File: src/logic/cfg_chain_pkg.sv
// constants and types shared by both ends of the serial clock-config chain
// assumes a single 25 MHz core clock on both ends
package cfg_chain_pkg;
   localparam int CHAIN_LEN = 81;
   localparam int CLK_PERIOD_NS = 40;
   // shift clock is core clock divided by this many cycles per half period
   localparam int SHIFT_HALF_CYCLES = 2;
   // field positions, lsb of each field
   localparam int POS_INPUT_DIV = 0;
   localparam int POS_FEEDBACK_DIV = 7;
   localparam int POS_OUT_DIV_A = 14;
   localparam int POS_OUT_DIV_B = 19;
   localparam int POS_OUT_DIV_C = 24;
   localparam int POS_MUX_A = 29;
   localparam int POS_MUX_B = 32;
   localparam int POS_MUX_C = 35;
   localparam int POS_FB_SELECT = 38;
   localparam int POS_FB_DELAY = 40;
   localparam int POS_FB_EXTRA = 45;
   localparam int POS_GLOBAL_A_DLY = 46;
   localparam int POS_GLOBAL_B_DLY = 51;
   localparam int POS_GLOBAL_C_DLY = 56;
   localparam int POS_CORE_B_DLY = 61;
   localparam int POS_CORE_C_DLY = 66;
   localparam int POS_STATIC_SEL_A = 71;
   localparam int POS_STATIC_SEL_B = 72;
   localparam int POS_STATIC_SEL_C = 73;
   localparam int POS_VCO_RANGE = 74;
   localparam int POS_DYN_SEL_A = 77;
   localparam int POS_DYN_SEL_B = 78;
   localparam int POS_DYN_SEL_C = 79;
   localparam int POS_RESET_PERMIT = 80;
   // bits the simulation model treats as don't care
   localparam logic [CHAIN_LEN-1:0] SIM_IGNORE_MASK =
      81'h0_0000_0000_0000_0000_0000 | (81'h7 << 71) | (81'h7 << 77);
   // default nonvolatile image: all dividers /1, reset permit set
   localparam logic [CHAIN_LEN-1:0] NV_DEFAULT_IMAGE =
      81'h1_0000_0000_0000_0000_0000;
   typedef enum logic [1:0] {
      CTL_IDLE = 2'b00,
      CTL_SHIFT = 2'b01,
      CTL_GAP = 2'b10,
      CTL_UPDATE = 2'b11
   } ctl_state_t;
endpackage

File: src/logic/cfg_chain_if.sv
// serial configuration link between controller and clock block
// the controller makes the shift clock as a one-cycle enable pulse
`timescale 1ns/1ps
interface cfg_chain_if;
   logic shift_clk_en;
   logic config_shift_enable;
   logic config_update;
   logic serial_config_in;
   logic serial_config_out;
   logic block_power_off_n;
   logic config_source_dynamic;
   modport device (
      input shift_clk_en, config_shift_enable, config_update,
      input serial_config_in, block_power_off_n, config_source_dynamic,
      output serial_config_out
   );
   modport controller (
      output shift_clk_en, config_shift_enable, config_update,
      output serial_config_in, block_power_off_n, config_source_dynamic,
      input serial_config_out
   );
endinterface

File: src/logic/clock_cfg_controller.sv
// controller end: AHB-Lite slave that shifts an 81-bit word into the block
// assumes one AHB-Lite master, single word transfers, core clock only
`timescale 1ns/1ps

// Behaviour
// [RULE_01] config bits choose dividers, muxes, power
// [RULE_02] nonvolatile image is default until reload
// [RULE_03] keeping divider and feedback keeps lock
// [RULE_04] update latch independent of shift clock
// [RULE_05] update low while shift enable high
// [RULE_06] full load is 81 serial bits
// [RULE_07] after last bit: drop shift, then update
// [RULE_08] bits 71-73, 77-79 ignored in simulation
// [RULE_09] final reset-permit bit always loaded as one
// [RULE_10] 74 bits known, six after layout
// [RULE_11] word holds input, feedback, three output dividers
// [RULE_12] word holds muxes, feedback selects, delays
// [RULE_13] 3-bit vco field picks range
// [RULE_14] static and dynamic select per input
// [RULE_15] power input low switches block off
// [RULE_16] source input: low static, high dynamic
// [RULE_17] secondary inputs matter only in bypass
// [RULE_18] chain end drives serial output
// [RULE_19] each enabled shift edge moves one place
// [RULE_20] update copies chain, chain unchanged
module clock_cfg_controller
   import cfg_chain_pkg::*;
(
   input wire logic i_core_clk,
   input wire logic i_rst,
   input wire logic i_hsel,
   input wire logic [31:0] i_haddr,
   input wire logic [1:0] i_htrans,
   input wire logic i_hwrite,
   input wire logic [2:0] i_hsize,
   input wire logic [31:0] i_hwdata,
   input wire logic i_hready,
   output logic [31:0] o_hrdata,
   output logic o_hreadyout,
   output logic o_hresp,
   cfg_chain_if.controller link
);
   // register map: word0..2 data, ctrl, status, readback0..2
   localparam logic [7:0] ADDR_WORD0 = 8'h00;
   localparam logic [7:0] ADDR_WORD1 = 8'h04;
   localparam logic [7:0] ADDR_WORD2 = 8'h08;
   localparam logic [7:0] ADDR_CTRL = 8'h0c;
   localparam logic [7:0] ADDR_STATUS = 8'h10;
   localparam logic [7:0] ADDR_RBACK0 = 8'h14;
   localparam logic [7:0] ADDR_RBACK1 = 8'h18;
   localparam logic [7:0] ADDR_RBACK2 = 8'h1c;
   localparam logic [1:0] CTRL_RESET = 2'h1;
   // last divider count of one shift period, one tick per full period
   localparam logic [1:0] TICK_LAST = 2'(2 * SHIFT_HALF_CYCLES - 1);

   ctl_state_t state_reg;
   logic [95:0] word_reg;
   logic [95:0] word_next;
   logic [1:0] ctrl_next;
   logic busy;
   logic [CHAIN_LEN-1:0] load_reg;
   logic [CHAIN_LEN-1:0] rback_reg;
   logic [6:0] count_reg;
   logic [1:0] div_reg;
   logic [1:0] ctrl_reg;
   logic start_pulse;
   logic tick;
   logic wr_pend_reg;
   logic [7:0] addr_reg;
   logic addr_valid;

   // single-cycle address phase capture; slave never stalls
   assign addr_valid = i_hsel && i_hready && i_htrans[1];
   always_ff @(posedge i_core_clk) begin
      if (i_rst) begin
         wr_pend_reg <= 1'b0;
         addr_reg <= 8'h00;
      end else if (i_hready) begin
         wr_pend_reg <= addr_valid && i_hwrite;
         addr_reg <= i_haddr[7:0];
      end
   end
   // no wait states and no error responses: every access is one cycle
   assign o_hreadyout = 1'b1;
   assign o_hresp = 1'b0;

   // register values after this edge's data phase write; reads use them
   // too, so a read right behind a write never returns the stale word
   always_comb begin
      word_next = word_reg;
      ctrl_next = ctrl_reg;
      if (wr_pend_reg) begin
         case (addr_reg)
            ADDR_WORD0: word_next[31:0] = i_hwdata;
            ADDR_WORD1: word_next[63:32] = i_hwdata;
            ADDR_WORD2: word_next[95:64] = i_hwdata;
            ADDR_CTRL: ctrl_next = i_hwdata[1:0];
            default: ctrl_next = ctrl_reg;
         endcase
      end
   end

   // data phase writes land here; word bit 80 is forced on load [RULE_09]
   always_ff @(posedge i_core_clk) begin
      if (i_rst) begin
         word_reg <= '0;
         ctrl_reg <= CTRL_RESET;
      end else begin
         word_reg <= word_next;
         ctrl_reg <= ctrl_next;
      end
   end
   assign start_pulse = wr_pend_reg && (addr_reg == ADDR_STATUS) &&
      i_hwdata[0] && (state_reg == CTL_IDLE);
   // a start accepted at this edge already reads back as busy
   assign busy = (state_reg != CTL_IDLE) || start_pulse;

   // read data registered at address phase, from the post-write values
   always_ff @(posedge i_core_clk) begin
      if (i_rst) begin
         o_hrdata <= 32'h0000_0000;
      end else if (addr_valid && !i_hwrite) begin
         case (i_haddr[7:0])
            ADDR_WORD0: o_hrdata <= word_next[31:0];
            ADDR_WORD1: o_hrdata <= word_next[63:32];
            ADDR_WORD2: o_hrdata <= {15'h0000, word_next[80:64]};
            ADDR_CTRL: o_hrdata <= {30'h0, ctrl_next};
            ADDR_STATUS: o_hrdata <= {31'h0, busy};
            ADDR_RBACK0: o_hrdata <= rback_reg[31:0];
            ADDR_RBACK1: o_hrdata <= rback_reg[63:32];
            ADDR_RBACK2: o_hrdata <= {15'h0000, rback_reg[80:64]};
            default: o_hrdata <= 32'h0000_0000;
         endcase
      end
   end

   // shift clock enable divider; runs only while shifting
   always_ff @(posedge i_core_clk) begin
      if (i_rst || state_reg != CTL_SHIFT) begin
         div_reg <= 2'h0;
      end else begin
         div_reg <= div_reg + 2'h1;
      end
   end
   assign tick = (state_reg == CTL_SHIFT) && (div_reg == TICK_LAST);

   // sequencer: shift 81 bits, gap, then one update cycle [RULE_06] [RULE_07]
   // the gap cycle keeps update clear of the last shift edge
   always_ff @(posedge i_core_clk) begin
      if (i_rst) begin
         state_reg <= CTL_IDLE;
      end else begin
         case (state_reg)
            CTL_IDLE: begin
               if (start_pulse) begin
                  state_reg <= CTL_SHIFT;
               end
            end
            CTL_SHIFT: begin
               if (tick && count_reg == 7'(CHAIN_LEN - 1)) begin
                  state_reg <= CTL_GAP;
               end
            end
            CTL_GAP: state_reg <= CTL_UPDATE;
            CTL_UPDATE: state_reg <= CTL_IDLE;
            default: state_reg <= CTL_IDLE;
         endcase
      end
   end

   // bits sent so far in this load
   always_ff @(posedge i_core_clk) begin
      if (i_rst || start_pulse) begin
         count_reg <= 7'h00;
      end else if (tick) begin
         count_reg <= count_reg + 7'h01;
      end
   end

   // outgoing word, lsb first; bit 80 always goes out as one [RULE_09]
   always_ff @(posedge i_core_clk) begin
      if (i_rst) begin
         load_reg <= '0;
      end else if (start_pulse) begin
         load_reg <= {1'b1, word_reg[79:0]};
      end else if (tick) begin
         load_reg <= {1'b0, load_reg[CHAIN_LEN-1:1]};
      end
   end

   // old chain contents come back out as the new word goes in [RULE_18]
   always_ff @(posedge i_core_clk) begin
      if (i_rst) begin
         rback_reg <= '0;
      end else if (tick) begin
         rback_reg <= {link.serial_config_out, rback_reg[CHAIN_LEN-1:1]};
      end
   end

   // update only outside shift, so the two never overlap [RULE_05]
   assign link.shift_clk_en = tick;
   assign link.config_shift_enable = (state_reg == CTL_SHIFT);
   assign link.config_update = (state_reg == CTL_UPDATE);
   assign link.serial_config_in = load_reg[0];
   // power and source are plain register levels, never pulsed
   assign link.block_power_off_n = ctrl_reg[0]; // [RULE_15]
   assign link.config_source_dynamic = ctrl_reg[1]; // [RULE_16]
endmodule

File: src/flat_wrapper.sv
// flat-port wrapper written by rule: the top's interface ports become plain ports
module clock_cfg_controller_flat import cfg_chain_pkg::*;
  (i_core_clk, i_rst, i_hsel, i_haddr, i_htrans, i_hwrite, i_hsize, i_hwdata, i_hready, o_hrdata, o_hreadyout, o_hresp, link_shift_clk_en, link_config_shift_enable, link_config_update, link_serial_config_in, link_block_power_off_n, link_config_source_dynamic, link_serial_config_out);
  cfg_chain_if link_i ();
  input wire logic i_core_clk;
  input wire logic i_rst;
  input wire logic i_hsel;
  input wire logic [31:0] i_haddr;
  input wire logic [1:0] i_htrans;
  input wire logic i_hwrite;
  input wire logic [2:0] i_hsize;
  input wire logic [31:0] i_hwdata;
  input wire logic i_hready;
  output logic [31:0] o_hrdata;
  output logic o_hreadyout;
  output logic o_hresp;
  output wire logic [$bits(link_i.shift_clk_en)-1:0] link_shift_clk_en;
  output wire logic [$bits(link_i.config_shift_enable)-1:0] link_config_shift_enable;
  output wire logic [$bits(link_i.config_update)-1:0] link_config_update;
  output wire logic [$bits(link_i.serial_config_in)-1:0] link_serial_config_in;
  output wire logic [$bits(link_i.block_power_off_n)-1:0] link_block_power_off_n;
  output wire logic [$bits(link_i.config_source_dynamic)-1:0] link_config_source_dynamic;
  input wire logic [$bits(link_i.serial_config_out)-1:0] link_serial_config_out;
  assign link_shift_clk_en = link_i.shift_clk_en;
  assign link_config_shift_enable = link_i.config_shift_enable;
  assign link_config_update = link_i.config_update;
  assign link_serial_config_in = link_i.serial_config_in;
  assign link_block_power_off_n = link_i.block_power_off_n;
  assign link_config_source_dynamic = link_i.config_source_dynamic;
  assign link_i.serial_config_out = link_serial_config_out;
  clock_cfg_controller u_core (.i_core_clk(i_core_clk), .i_rst(i_rst), .i_hsel(i_hsel), .i_haddr(i_haddr), .i_htrans(i_htrans), .i_hwrite(i_hwrite), .i_hsize(i_hsize), .i_hwdata(i_hwdata), .i_hready(i_hready), .o_hrdata(o_hrdata), .o_hreadyout(o_hreadyout), .o_hresp(o_hresp), .link(link_i));
endmodule
File: config.mk
export PLATFORM = sky130hd
export DESIGN_NAME = clock_cfg_controller_flat
export DESIGN_NICKNAME = d
export VERILOG_FILES = /design/src/logic/cfg_chain_pkg.sv /design/src/logic/cfg_chain_if.sv /design/src/logic/clock_cfg_controller.sv /design/src/flat_wrapper.sv
export SDC_FILE = /design/constraint.sdc
export NUM_CORES = 1
export LEC_CHECK = 0
export ABC_AREA = 1
export CELL_PAD_IN_SITES_DETAIL_PLACEMENT = 1
export CELL_PAD_IN_SITES_GLOBAL_PLACEMENT = 2
export CORE_MARGIN = 5
export CORE_UTILIZATION = 39
export DETAILED_ROUTE_END_ITERATION = 10
export DONT_BUFFER_PORTS = 1
export GPL_ROUTABILITY_DRIVEN = 0
export PLACE_DENSITY_LB_ADDON = 0.2
export REMOVE_ABC_BUFFERS = 1
export SLEW_MARGIN = 20
export SYNTH_ARGS = -nofsm -noshare
export SYNTH_HDL_FRONTEND = slang
export SYNTH_SLANG_ARGS = --single-unit
File: constraint.sdc
create_clock -name i_core_clk -period 3.33 [get_ports i_core_clk]
set_clock_uncertainty 0.1 [all_clocks]
set_input_delay 0 -clock i_core_clk [delete_from_list [all_inputs] [get_ports i_core_clk]]
set_output_delay 0 -clock i_core_clk [all_outputs]
set_load 0.01 [all_outputs]
==> results of run 1 <==
## worst max-delay path: cells and delay by family (launching register included)
kind	cells	cell delay, ns
simple gates	5	0.99
flops	1	0.45
buf+inv	2	0.87
compound gates	3	0.33
## worst min-delay path by stage
stage	slack, ns	start	endpoint	depth (start not counted)
after floorplan	-0.03	i_rst	u_core.load_reg[10]	1
after global placement	-0.008	i_hready	u_core.addr_reg[5]	1
after detailed placement	-0.006	i_hready	u_core.addr_reg[2]	1
after CTS	0.04	i_haddr[6]	u_core.addr_reg[6]	3
after global routing	0.1	i_haddr[6]	u_core.addr_reg[6]	3
final	0.08	i_hready	u_core.o_hrdata[20]	5
## cell usage after synthesis (4+ instances only)
cell type,instances
inv_1,197
o21ai_0,149
buf_1,6
o21ai_1,78
nand4_1,12
clkbuf_1,80
nor2_1,159
a21oi_1,194
buf_6,10
nand3b_1,16
dfxtp_1,297
o211ai_1,30
nand2_1,475
ha_1,7
nor2_2,5
buf_2,30
nor3_1,4
nand3_1,128
o22ai_1,15
nand2_2,6
## routing by layer
| layer | wire, µm | up-vias | track usage, % | part of all wire, % |
|---|---|---|---|---|
| li1 | - | 6178 | - | - |
| met3 | 1450 | 49 | 2.77 | 3.5 |
| met2 | 18900 | 168 | 35.9 | 46 |
| met4 | 693 | 0 | 4.53 | 1.7 |
| met1 | 19900 | 5824 | 29.1 | 49 |
| met5 | 0 | - | 0 | 0 |
## logic make-up (layout without fill, tap and decap cells)
logic type               count (synthesis)  after routing  share of synthesized area [%]
XOR/XNOR                                 2              2                          0.132
AND/OR/NAND/NOR                        816            816                           25.8
adder cells (fa/ha/maj)                  7              7                          0.659
buffers and inverters                  330            344                           10.3
flip-flops                             297            297                           44.7
other                                    2              2                         0.0565
AO/OA/AOI/OAI                          467            467                           18.3
## power by group
| group | switching (mW) | internal (mW) |
|---|---|---|
| clock network | 1.54 | 2.30 |
| logic | 0.273 | 0.114 |
| registers | 0.0220 | 3.58 |
## final cells by class
cell class,instances,area share (%)
tap,448,3.67
inverter,200,4.92
clock inverter,9,0.483
sequential,297,38.9
multi-input combinational,1294,39.3
timing repair buffer,83,5.78
clock buffer,52,7.01
==> summary.md, run 1 <==
| Metric | Value |
|---|---|
| Number of remaining DRC errors | `0` |
| CP endpoint | `u_core.o_hrdata[3]` |
| Worst setup path category | `flip-flop to flip-flop` |
| Fin. Hold Viols | `0` |
| Total CTS buffers | `35` |
| Worst reg2reg path startpoint | `u_core.wr_pend_reg` |
| Drt wl/cell | `17.2 µm` |
| Pleak | `6.21 nW` |
| Most frequent CP cell | `nand2_2` |
| Non-Filler Instances | `2383` |
| Worst IR Drop VDD | `0.363 mV` |
| Post-CTS setup buffers | `0` |
| Mean Syn Cell Area | `6.92 µm²` |
| Worst slew pin tran | `1.04 ns` |
| Placement Cell Area | `13500 µm²` |
| Post-synth EDFFs | `0` |
| Post-Syn Area | `13300 µm²` |
| Total wire length | `41000 µm` |
| Chip width | `195 µm` |
| Area of the core | `33600 µm²` |
| Sum Neg Setup Slack | `0 ns` |
| Total power | `7.83 mW` |
| Unrepaired setup endpoints after global routing | `no` |
| Post-CTS sizing | `0` |
| Routed Antenna Nets | `0` |
| RR Endpoint | `u_core.o_hrdata[3]` |
| Routed vias/inst | `5.13` |
| Rel. slew slack | `30.4%` |
| Initial Util | `39.5%` |
| Layout cell share with drive strength beyond 1 | `5.32%` |
| Top_reg_cell synth | `dfxtp_1` |
| Largest net degree at the start of global routing | `185` |
| Reg area | `5950 µm²` |
| Antenna Cells | `0` |
| Synth Instances | `1921` |
| Final Util | `45.5%` |
| FMAX | `357 MHz` |
| CP max stage cell | `dlygate4sd3_1` |
| Synth top area share | `44.7%` |
| Crit path largest cell delay | `0.56 ns` |
| Worst Hold Class | `input port to flip-flop` |
| Max-slew violations | `0` |
| Post-Place Cells | `2260` |
| Die H | `195 µm` |
| Crit path cell chain | `nand2_2 -> nor2_4 -> buf_4 -> nand2_2 -> nand2_1 -> nand3_1 -> o21ai_0 -> o21ai_1 -> a21oi_1 -> dlygate4sd3_1` |
| Design Area, Final | `15300 µm²` |
| Flop2flop setup slack | `0.53 ns` |
| Fillers | `4280` |
| Buffers on Ports | `0` |
| Part of the cycle the worst path needs | `84.1%` |
| Max cap viols | `0` |
| Layout Nets | `1993` |
| Crit end category | `flip-flop` |
| Crit. Startpoint | `u_core.wr_pend_reg` |
| HPWL after detailed placement | `23500 µm` |
| GR Util All Layers | `21.2%` |
| PD cells | `512 nW/µm²` |
| Initial antenna violation count | `0` |
| Min cycle time layout | `2.80 ns` |
| Site row count | `67` |
| # clock sinks | `297` |
| Footprint of the multi-input gates | `6000 µm²` |
| Setup crit start kind | `flip-flop` |
| Cell variety after synth | `36` |
| Most common cell after layout, fill and taps aside | `nand2_1` |
| Post-synthesis async set-or-reset flop share | `0%` |
| WHS | `0.0784 ns` |
| Drt pass-1 iters | `5` |
| Top cells by area, synth | `dfxtp_1 (45%), nand2_1 (13%), a21oi_1 (7.3%), o21ai_0 (5.6%), inv_1 (5.6%)` |
| R2r worst-path depth | `10` |
| Die area | `37900 µm²` |
| Synthesis Warnings | `0` |
| Global-route wire length before repair | `66500 µm` |
| Status | `finished, final reports clean` |
| Final global-route overflow total | `0` |
| Worst-Skew Late Latency | `0.51 ns` |
| Drt initial violations | `632` |
| Final WS setup | `0.529 ns` |
| Critical-path maximum fanout | `18` |
| Dpl ws | `1.03 ns` |
| Io pins | `115` |
| Hold-fix buffers at CTS | `62` |
| Area Overhead vs Synth | `15.1%` |
| Reg clk slew, reported paths | `0.06 ns` |
| H-tree levels | `2` |
| Area leader, netlist | `dfxtp_1` |
| Vias in the first global route | `12561` |
| Routed via count | `12219` |
| Register area share after synthesis | `44.7%` |
| Root buf cell | `clkbuf_16` |
| Most frequent cells in the layout | `nand2_1 (474), dfxtp_1 (297), inv_1 (195), a21oi_1 (194), nor2_1 (158)` |
| Crit path arrival time | `3.16 ns` |
| Final setup viols | `0` |
| Yosys reg bits | `297` |
| WP data required | `3.69 ns` |
| CTS tree | `done` |
| CTS max path bufs | `3` |
(Power assumes the default switching activity.)
==> inputs of run 2 (changes only) <==
CORE_UTILIZATION = 36   (was 39)
clock period = 2.6 ns   (was 3.33 ns; I/O delays follow)
==> run 2 against run 1 <==
  * Setup slack worse by 0.42 ns
  * Critical endpoint is now u_core.o_hrdata[12]
  * Largest cell class unchanged
  * Clock-buffer cell count is 7 higher
  * Die area rose by 7.9%
==> summary.md, run 2 (synthesized netlist as in run 1, its figures left out) <==
| Metric | Value |
|---|---|
| CTS tree | `done` |
| Status | `finished, final reports clean` |
| Min cycle time layout | `2.49 ns` |
| Most common cell after layout, fill and taps aside | `nand2_1` |
| Power share of the combinational group | `5.0%` |
| Total CTS buffers | `37` |
| Critical-path maximum fanout | `18` |
| Global-route wire length before repair | `68800 µm` |
| Die area | `40900 µm²` |
| Fin. Hold Viols | `0` |
| Initial antenna violation count | `0` |
| Final setup viols | `0` |
| Worst-Skew Late Latency | `0.51 ns` |
| Design Area, Final | `15900 µm²` |
| Worst Hold Class | `input port to flip-flop` |
| Drt pass-1 iters | `5` |
| Worst setup path category | `flip-flop to flip-flop` |
| GR Util All Layers | `20.5%` |
| Chip width | `202 µm` |
| Placement Cell Area | `13600 µm²` |
| Die H | `202 µm` |
| Non-Filler Instances | `2448` |
| Critical path's top delay family | `buffers and inverters` |
| FMAX | `402 MHz` |
| Crit path arrival time | `2.79 ns` |
| Total power | `10.1 mW` |
| Clock network fraction of total power | `49.1%` |
| CP max stage cell | `dlygate4sd3_1` |
| WHS | `0.00277 ns` |
| Number of remaining DRC errors | `0` |
| Setup crit start kind | `flip-flop` |
| Internal power | `7.73 mW` |
| Drt initial violations | `545` |
| Worst slew pin tran | `1.04 ns` |
| # clock sinks | `297` |
| Total wire length | `43800 µm` |
| Crit path largest cell delay | `0.55 ns` |
| PD cells | `633 nW/µm²` |
| Buffers on Ports | `0` |
| Flop pwr share | `45.9%` |
| Routed vias/inst | `5.10` |
| Pleak | `6.57 nW` |
| Area Overhead vs Synth | `19.4%` |
| Max cap viols | `0` |
| Switching share of total power | `23.1%` |
| Layout cell share with drive strength beyond 1 | `5.56%` |
| Drt wl/cell | `17.9 µm` |
| Routed Antenna Nets | `0` |
| Area of the core | `36500 µm²` |
| Initial Util | `36.4%` |
| Max-slew violations | `0` |
| Site row count | `70` |
| Crit path cell chain | `nand2_2 -> nor2_8 -> buf_4 -> nand3_1 -> nand3_1 -> nand4_1 -> nand2_1 -> a21oi_1 -> dlygate4sd3_1` |
| Layout Nets | `2040` |
| Rel. slew slack | `30.2%` |
| Post-Place Cells | `2286` |
| Largest net degree at the start of global routing | `143` |
| Reg clk slew, reported paths | `0.06 ns` |
| Sw Pwr | `2.32 mW` |
| Most frequent CP cell | `nand3_1` |
| Antenna Cells | `0` |
| WP data required | `2.90 ns` |
| H-tree levels | `2` |
| Io pins | `115` |
| Routed via count | `12476` |
| Most frequent cells in the layout | `nand2_1 (474), dfxtp_1 (297), inv_1 (195), a21oi_1 (194), nor2_1 (158)` |
| Unrepaired setup endpoints after global routing | `no` |
| Crit end category | `flip-flop` |
| Part of the cycle the worst path needs | `95.8%` |
| Worst IR Drop VDD | `0.356 mV` |
| CTS max path bufs | `3` |
| HPWL after detailed placement | `24400 µm` |
| Final global-route overflow total | `0` |
| Fillers | `4595` |
| Buf/Inv on CP | `2` |
| Vias in the first global route | `12845` |
| Root buf cell | `clkbuf_16` |
[run 2: layout make-up]
cell class | instances | area (µm²) | share of cell area [%]
sequential | 297 | 5950 | 37.5
clock buffer | 59 | 1110 | 6.98
tap | 468 | 586 | 3.69
inverter | 200 | 752 | 4.74
clock inverter | 2 | 35.0 | 0.221
timing repair buffer | 128 | 1410 | 8.88
multi-input combinational | 1294 | 6040 | 38.0
[run 2: worst register-to-register path, stage by stage (launching register included)]
cell	delay (ns)
dfxtp_1	0.44
nand2_2	0.16
nor2_8	0.17
buf_4	0.34
nand3_1	0.16
nand3_1	0.12
nand4_1	0.18
nand2_1	0.11
a21oi_1	0.06
dlygate4sd3_1	0.55
[run 2: final timing paths]
kind / endpoint / depth (start not counted) / slack (ns) / startpoint
worst min register to register: u_core.div_reg[0] / 1 / 0.35 / u_core.div_reg[0]
worst max-delay path: u_core.o_hrdata[12] / 9 / 0.11 / u_core.wr_pend_reg
worst min-delay path: u_core.o_hrdata[0] / 5 / 0.003 / i_htrans[1]
worst max register to register: u_core.o_hrdata[12] / 9 / 0.11 / u_core.wr_pend_reg
[run 2: stage by stage]
step           TNS (ns)  setup slack [ns]  utilization (%)
6_report              0             0.110             43.5
5_1_grt               0           0.00342             43.5
4_1_cts               0           0.00903             43.1
3_5_place_dp          0             0.334             37.2
3_3_place_gp          0             0.398             37.2
2_1_floorplan   -423.66             -3.49                -
[run 2: routing by layer]
| metal | vias up | global-route usage (%) | wire (µm) | part of all wire [%] |
|---|---|---|---|---|
| met5 | - | 0 | 0 | 0 |
| met4 | 0 | 4.12 | 746 | 1.7 |
| met3 | 55 | 3.22 | 1590 | 3.6 |
| met2 | 163 | 34.0 | 19700 | 45 |
| met1 | 5974 | 28.7 | 21800 | 50 |
| li1 | 6284 | - | - | - |
[run 2: power groups by stage]
stage | Clock, mW | Combinational, mW | Sequential, mW
finish | 4.93 | 0.505 | 4.61
global route | 5.27 | 0.561 | 4.62
CTS | 5.10 | 0.489 | 4.61
detailed placement | 0 | 0.366 | 4.71
global placement | 0 | 0.356 | 4.71
floorplan | 0 | 0.241 | 4.71
[run 2: timing repair]
item                       CTS  global route
gates resized for setup      0             7
hold endpoints to repair   236             0
hold buffers                95             0
setup buffers                0             4
setup endpoints to repair    0            20
==> inputs of run 3 (changes only) <==
PLACE_DENSITY_LB_ADDON = 0.1   (was 0.2)
==> run 3 against run 2 <==
  * Sequential power hardly changed
  * First-iteration DRC count is 14% higher
  * Setup slack better by 0.043 ns
  * Register-to-register slack better by 0.04 ns
  * Non-clock buffer count is 84 higher
  * Die area stayed put
  * Sequential share of layout area is 2.2 points lower
  * Critical path type unchanged
  * Critical endpoint is now u_core.load_reg[2]
  * Largest power group unchanged
==> summary.md, run 3 (synthesized netlist as in run 1, its figures left out) <==
| Metric | Value |
|---|---|
| Status | `finished, final reports clean` |
| Die area | `40900 µm²` |
| Clock network fraction of total power | `50.8%` |
| Root buf cell | `clkbuf_16` |
| Crit path largest cell delay | `0.58 ns` |
| Footprint of the multi-input gates | `6040 µm²` |
| Drt wl/cell | `17.8 µm` |
| Worst setup path category | `flip-flop to flip-flop` |
| Total wire length | `45200 µm` |
| # clock sinks | `297` |
| R2r worst-path depth | `10` |
| Hold path depth | `3` |
| Most common cell after layout, fill and taps aside | `nand2_1` |
| HPWL after detailed placement | `24900 µm` |
| Min cycle time layout | `2.45 ns` |
| Worst min-delay path startpoint | `i_hwdata[17]` |
| Buffers on Ports | `0` |
| Power share of the combinational group | `5.2%` |
| Non-Filler Instances | `2536` |
| RR Endpoint | `u_core.load_reg[2]` |
| Area Overhead vs Synth | `27.0%` |
| WP data required | `2.94 ns` |
| Post-Place Cells | `2295` |
| CTS tree | `done` |
| Number of remaining DRC errors | `0` |
| GR Util All Layers | `21.1%` |
| Sw Pwr | `2.48 mW` |
| Largest net degree at the start of global routing | `143` |
| Initial Util | `36.4%` |
| Part of the cycle the worst path needs | `94.1%` |
| Buf/Inv on CP | `3` |
| Crit end category | `flip-flop` |
| Fillers | `4520` |
| CP max stage cell | `dlygate4sd3_1` |
| Routed vias/inst | `5.11` |
| Max-slew violations | `0` |
| Io pins | `115` |
| Vias in the first global route | `13288` |
| Routed Antenna Nets | `0` |
| Reg clk slew, reported paths | `0.06 ns` |
| Critical-path maximum fanout | `20` |
| Worst reg2reg path startpoint | `u_core.addr_reg[0]` |
| Layout cell share with drive strength beyond 1 | `6.53%` |
| Site row count | `70` |
| Total CTS buffers | `38` |
| Drt initial violations | `620` |
| Switching share of total power | `23.6%` |
| Crit path arrival time | `2.78 ns` |
| Worst IR Drop VDD | `0.455 mV` |
| Most frequent CP cell | `nand2_1` |
| Final setup viols | `0` |
| Pleak | `7.18 nW` |
| Flop2flop setup slack | `0.15 ns` |
| Internal power | `8.03 mW` |
| Initial antenna violation count | `0` |
| Reg area | `5950 µm²` |
| WHS | `0.0603 ns` |
| Die H | `202 µm` |
| Most frequent cells in the layout | `nand2_1 (474), dfxtp_1 (295), inv_1 (195), a21oi_1 (194), dlygate4sd3_1 (166)` |
| Layout Nets | `2125` |
| Final global-route overflow total | `0` |
| Antenna Cells | `0` |
| FMAX | `409 MHz` |
| Routed via count | `12949` |
| Fin. Hold Viols | `0` |
| CTS max path bufs | `3` |
| Chip width | `202 µm` |
| Max cap viols | `0` |
| Worst Hold Class | `input port to flip-flop` |
| Global-route wire length before repair | `70100 µm` |
| Worst slew pin tran | `0.651 ns` |
| Rel. slew slack | `56.6%` |
| PD cells | `622 nW/µm²` |
| Area of the core | `36500 µm²` |
| Worst Hold End | `u_core.word_reg[49]` |
| Drt pass-1 iters | `5` |
| H-tree levels | `2` |
| Setup crit start kind | `flip-flop` |
| Flop pwr share | `44.0%` |
| Critical path's top delay family | `simple AND/OR/NAND/NOR gates` |
| Crit path cell chain | `nor2_4 -> nand2_2 -> nor4_4 -> nand2_4 -> nand2_1 -> inv_4 -> clkbuf_16 -> nand2_1 -> a21oi_1 -> dlygate4sd3_1` |
| Total power | `10.5 mW` |
| Worst-Skew Late Latency | `0.55 ns` |
[run 3: layer usage]
metal | vias up | part of all wire (%) | global-route usage [%]
li1 | 6459 | - | -
met4 | 0 | 2.0 | 5.87
met5 | - | 0 | 0
met2 | 178 | 46 | 35.6
met1 | 6256 | 48 | 28.2
met3 | 56 | 3.7 | 3.13
[run 3: worst min-delay path: cells and delay by family]
family | cells | cell delay, ns
compound gates | 1 | 0.06
buf+inv | 1 | 0.54
simple gates | 1 | 0.08
[run 3: what timing repair did]
action / 4_1_cts / 5_1_grt
resized for setup: 0 / 23
hold endpoints to repair: 236 / 0
setup endpoints to repair: 0 / 74
hold buffers: 168 / 0
buffers inserted: 0 / 4
[run 3: how the worst max path moves through the flow]
| stage | start | endpoint | slack, ns | cells past startpoint |
|---|---|---|---|---|
| floorplan | u_core.state_reg[1] | u_core.count_reg[6] | -3.49 | 9 |
| global placement | u_core.addr_reg[2] | u_core.o_hrdata[13] | 0.54 | 10 |
| detailed placement | u_core.addr_reg[2] | u_core.o_hrdata[13] | 0.52 | 10 |
| CTS | u_core.state_reg[1] | u_core.load_reg[9] | 0.02 | 11 |
| global route | u_core.addr_reg[0] | u_core.state_reg[0] | -0.04 | 10 |
| finish | u_core.addr_reg[0] | u_core.load_reg[2] | 0.15 | 10 |
[run 3: layout make-up]
type | count | area share [%]
Inverter | 200 | 4.49
Sequential cell | 297 | 35.2
Timing Repair Buffer | 212 | 13.6
Multi-Input combinational cell | 1294 | 35.8
Clock inverter | 7 | 0.356
Tap cell | 468 | 3.47
Clock buffer | 58 | 7.11
[run 3: per-stage QoR]
step	utilization [%]	TNS, ns	area [µm²]	worst slack [ns]
detailed placement	37.4	0	13700	0.521
floorplan	-	-423.66	12700	-3.49
global placement	37.4	0	13700	0.538
global route	46.2	-0.0690	16900	-0.0362
CTS	45.6	0	16700	0.0157
finish	46.2	0	16900	0.152
[run 3: power groups by stage]
stage / sequential, mW / clock, mW / combinational, mW
floorplan: 4.71 / 0 / 0.241
global placement: 4.71 / 0 / 0.362
detailed placement: 4.71 / 0 / 0.372
CTS: 4.62 / 5.49 / 0.512
global route: 4.62 / 5.64 / 0.612
finish: 4.62 / 5.34 / 0.548
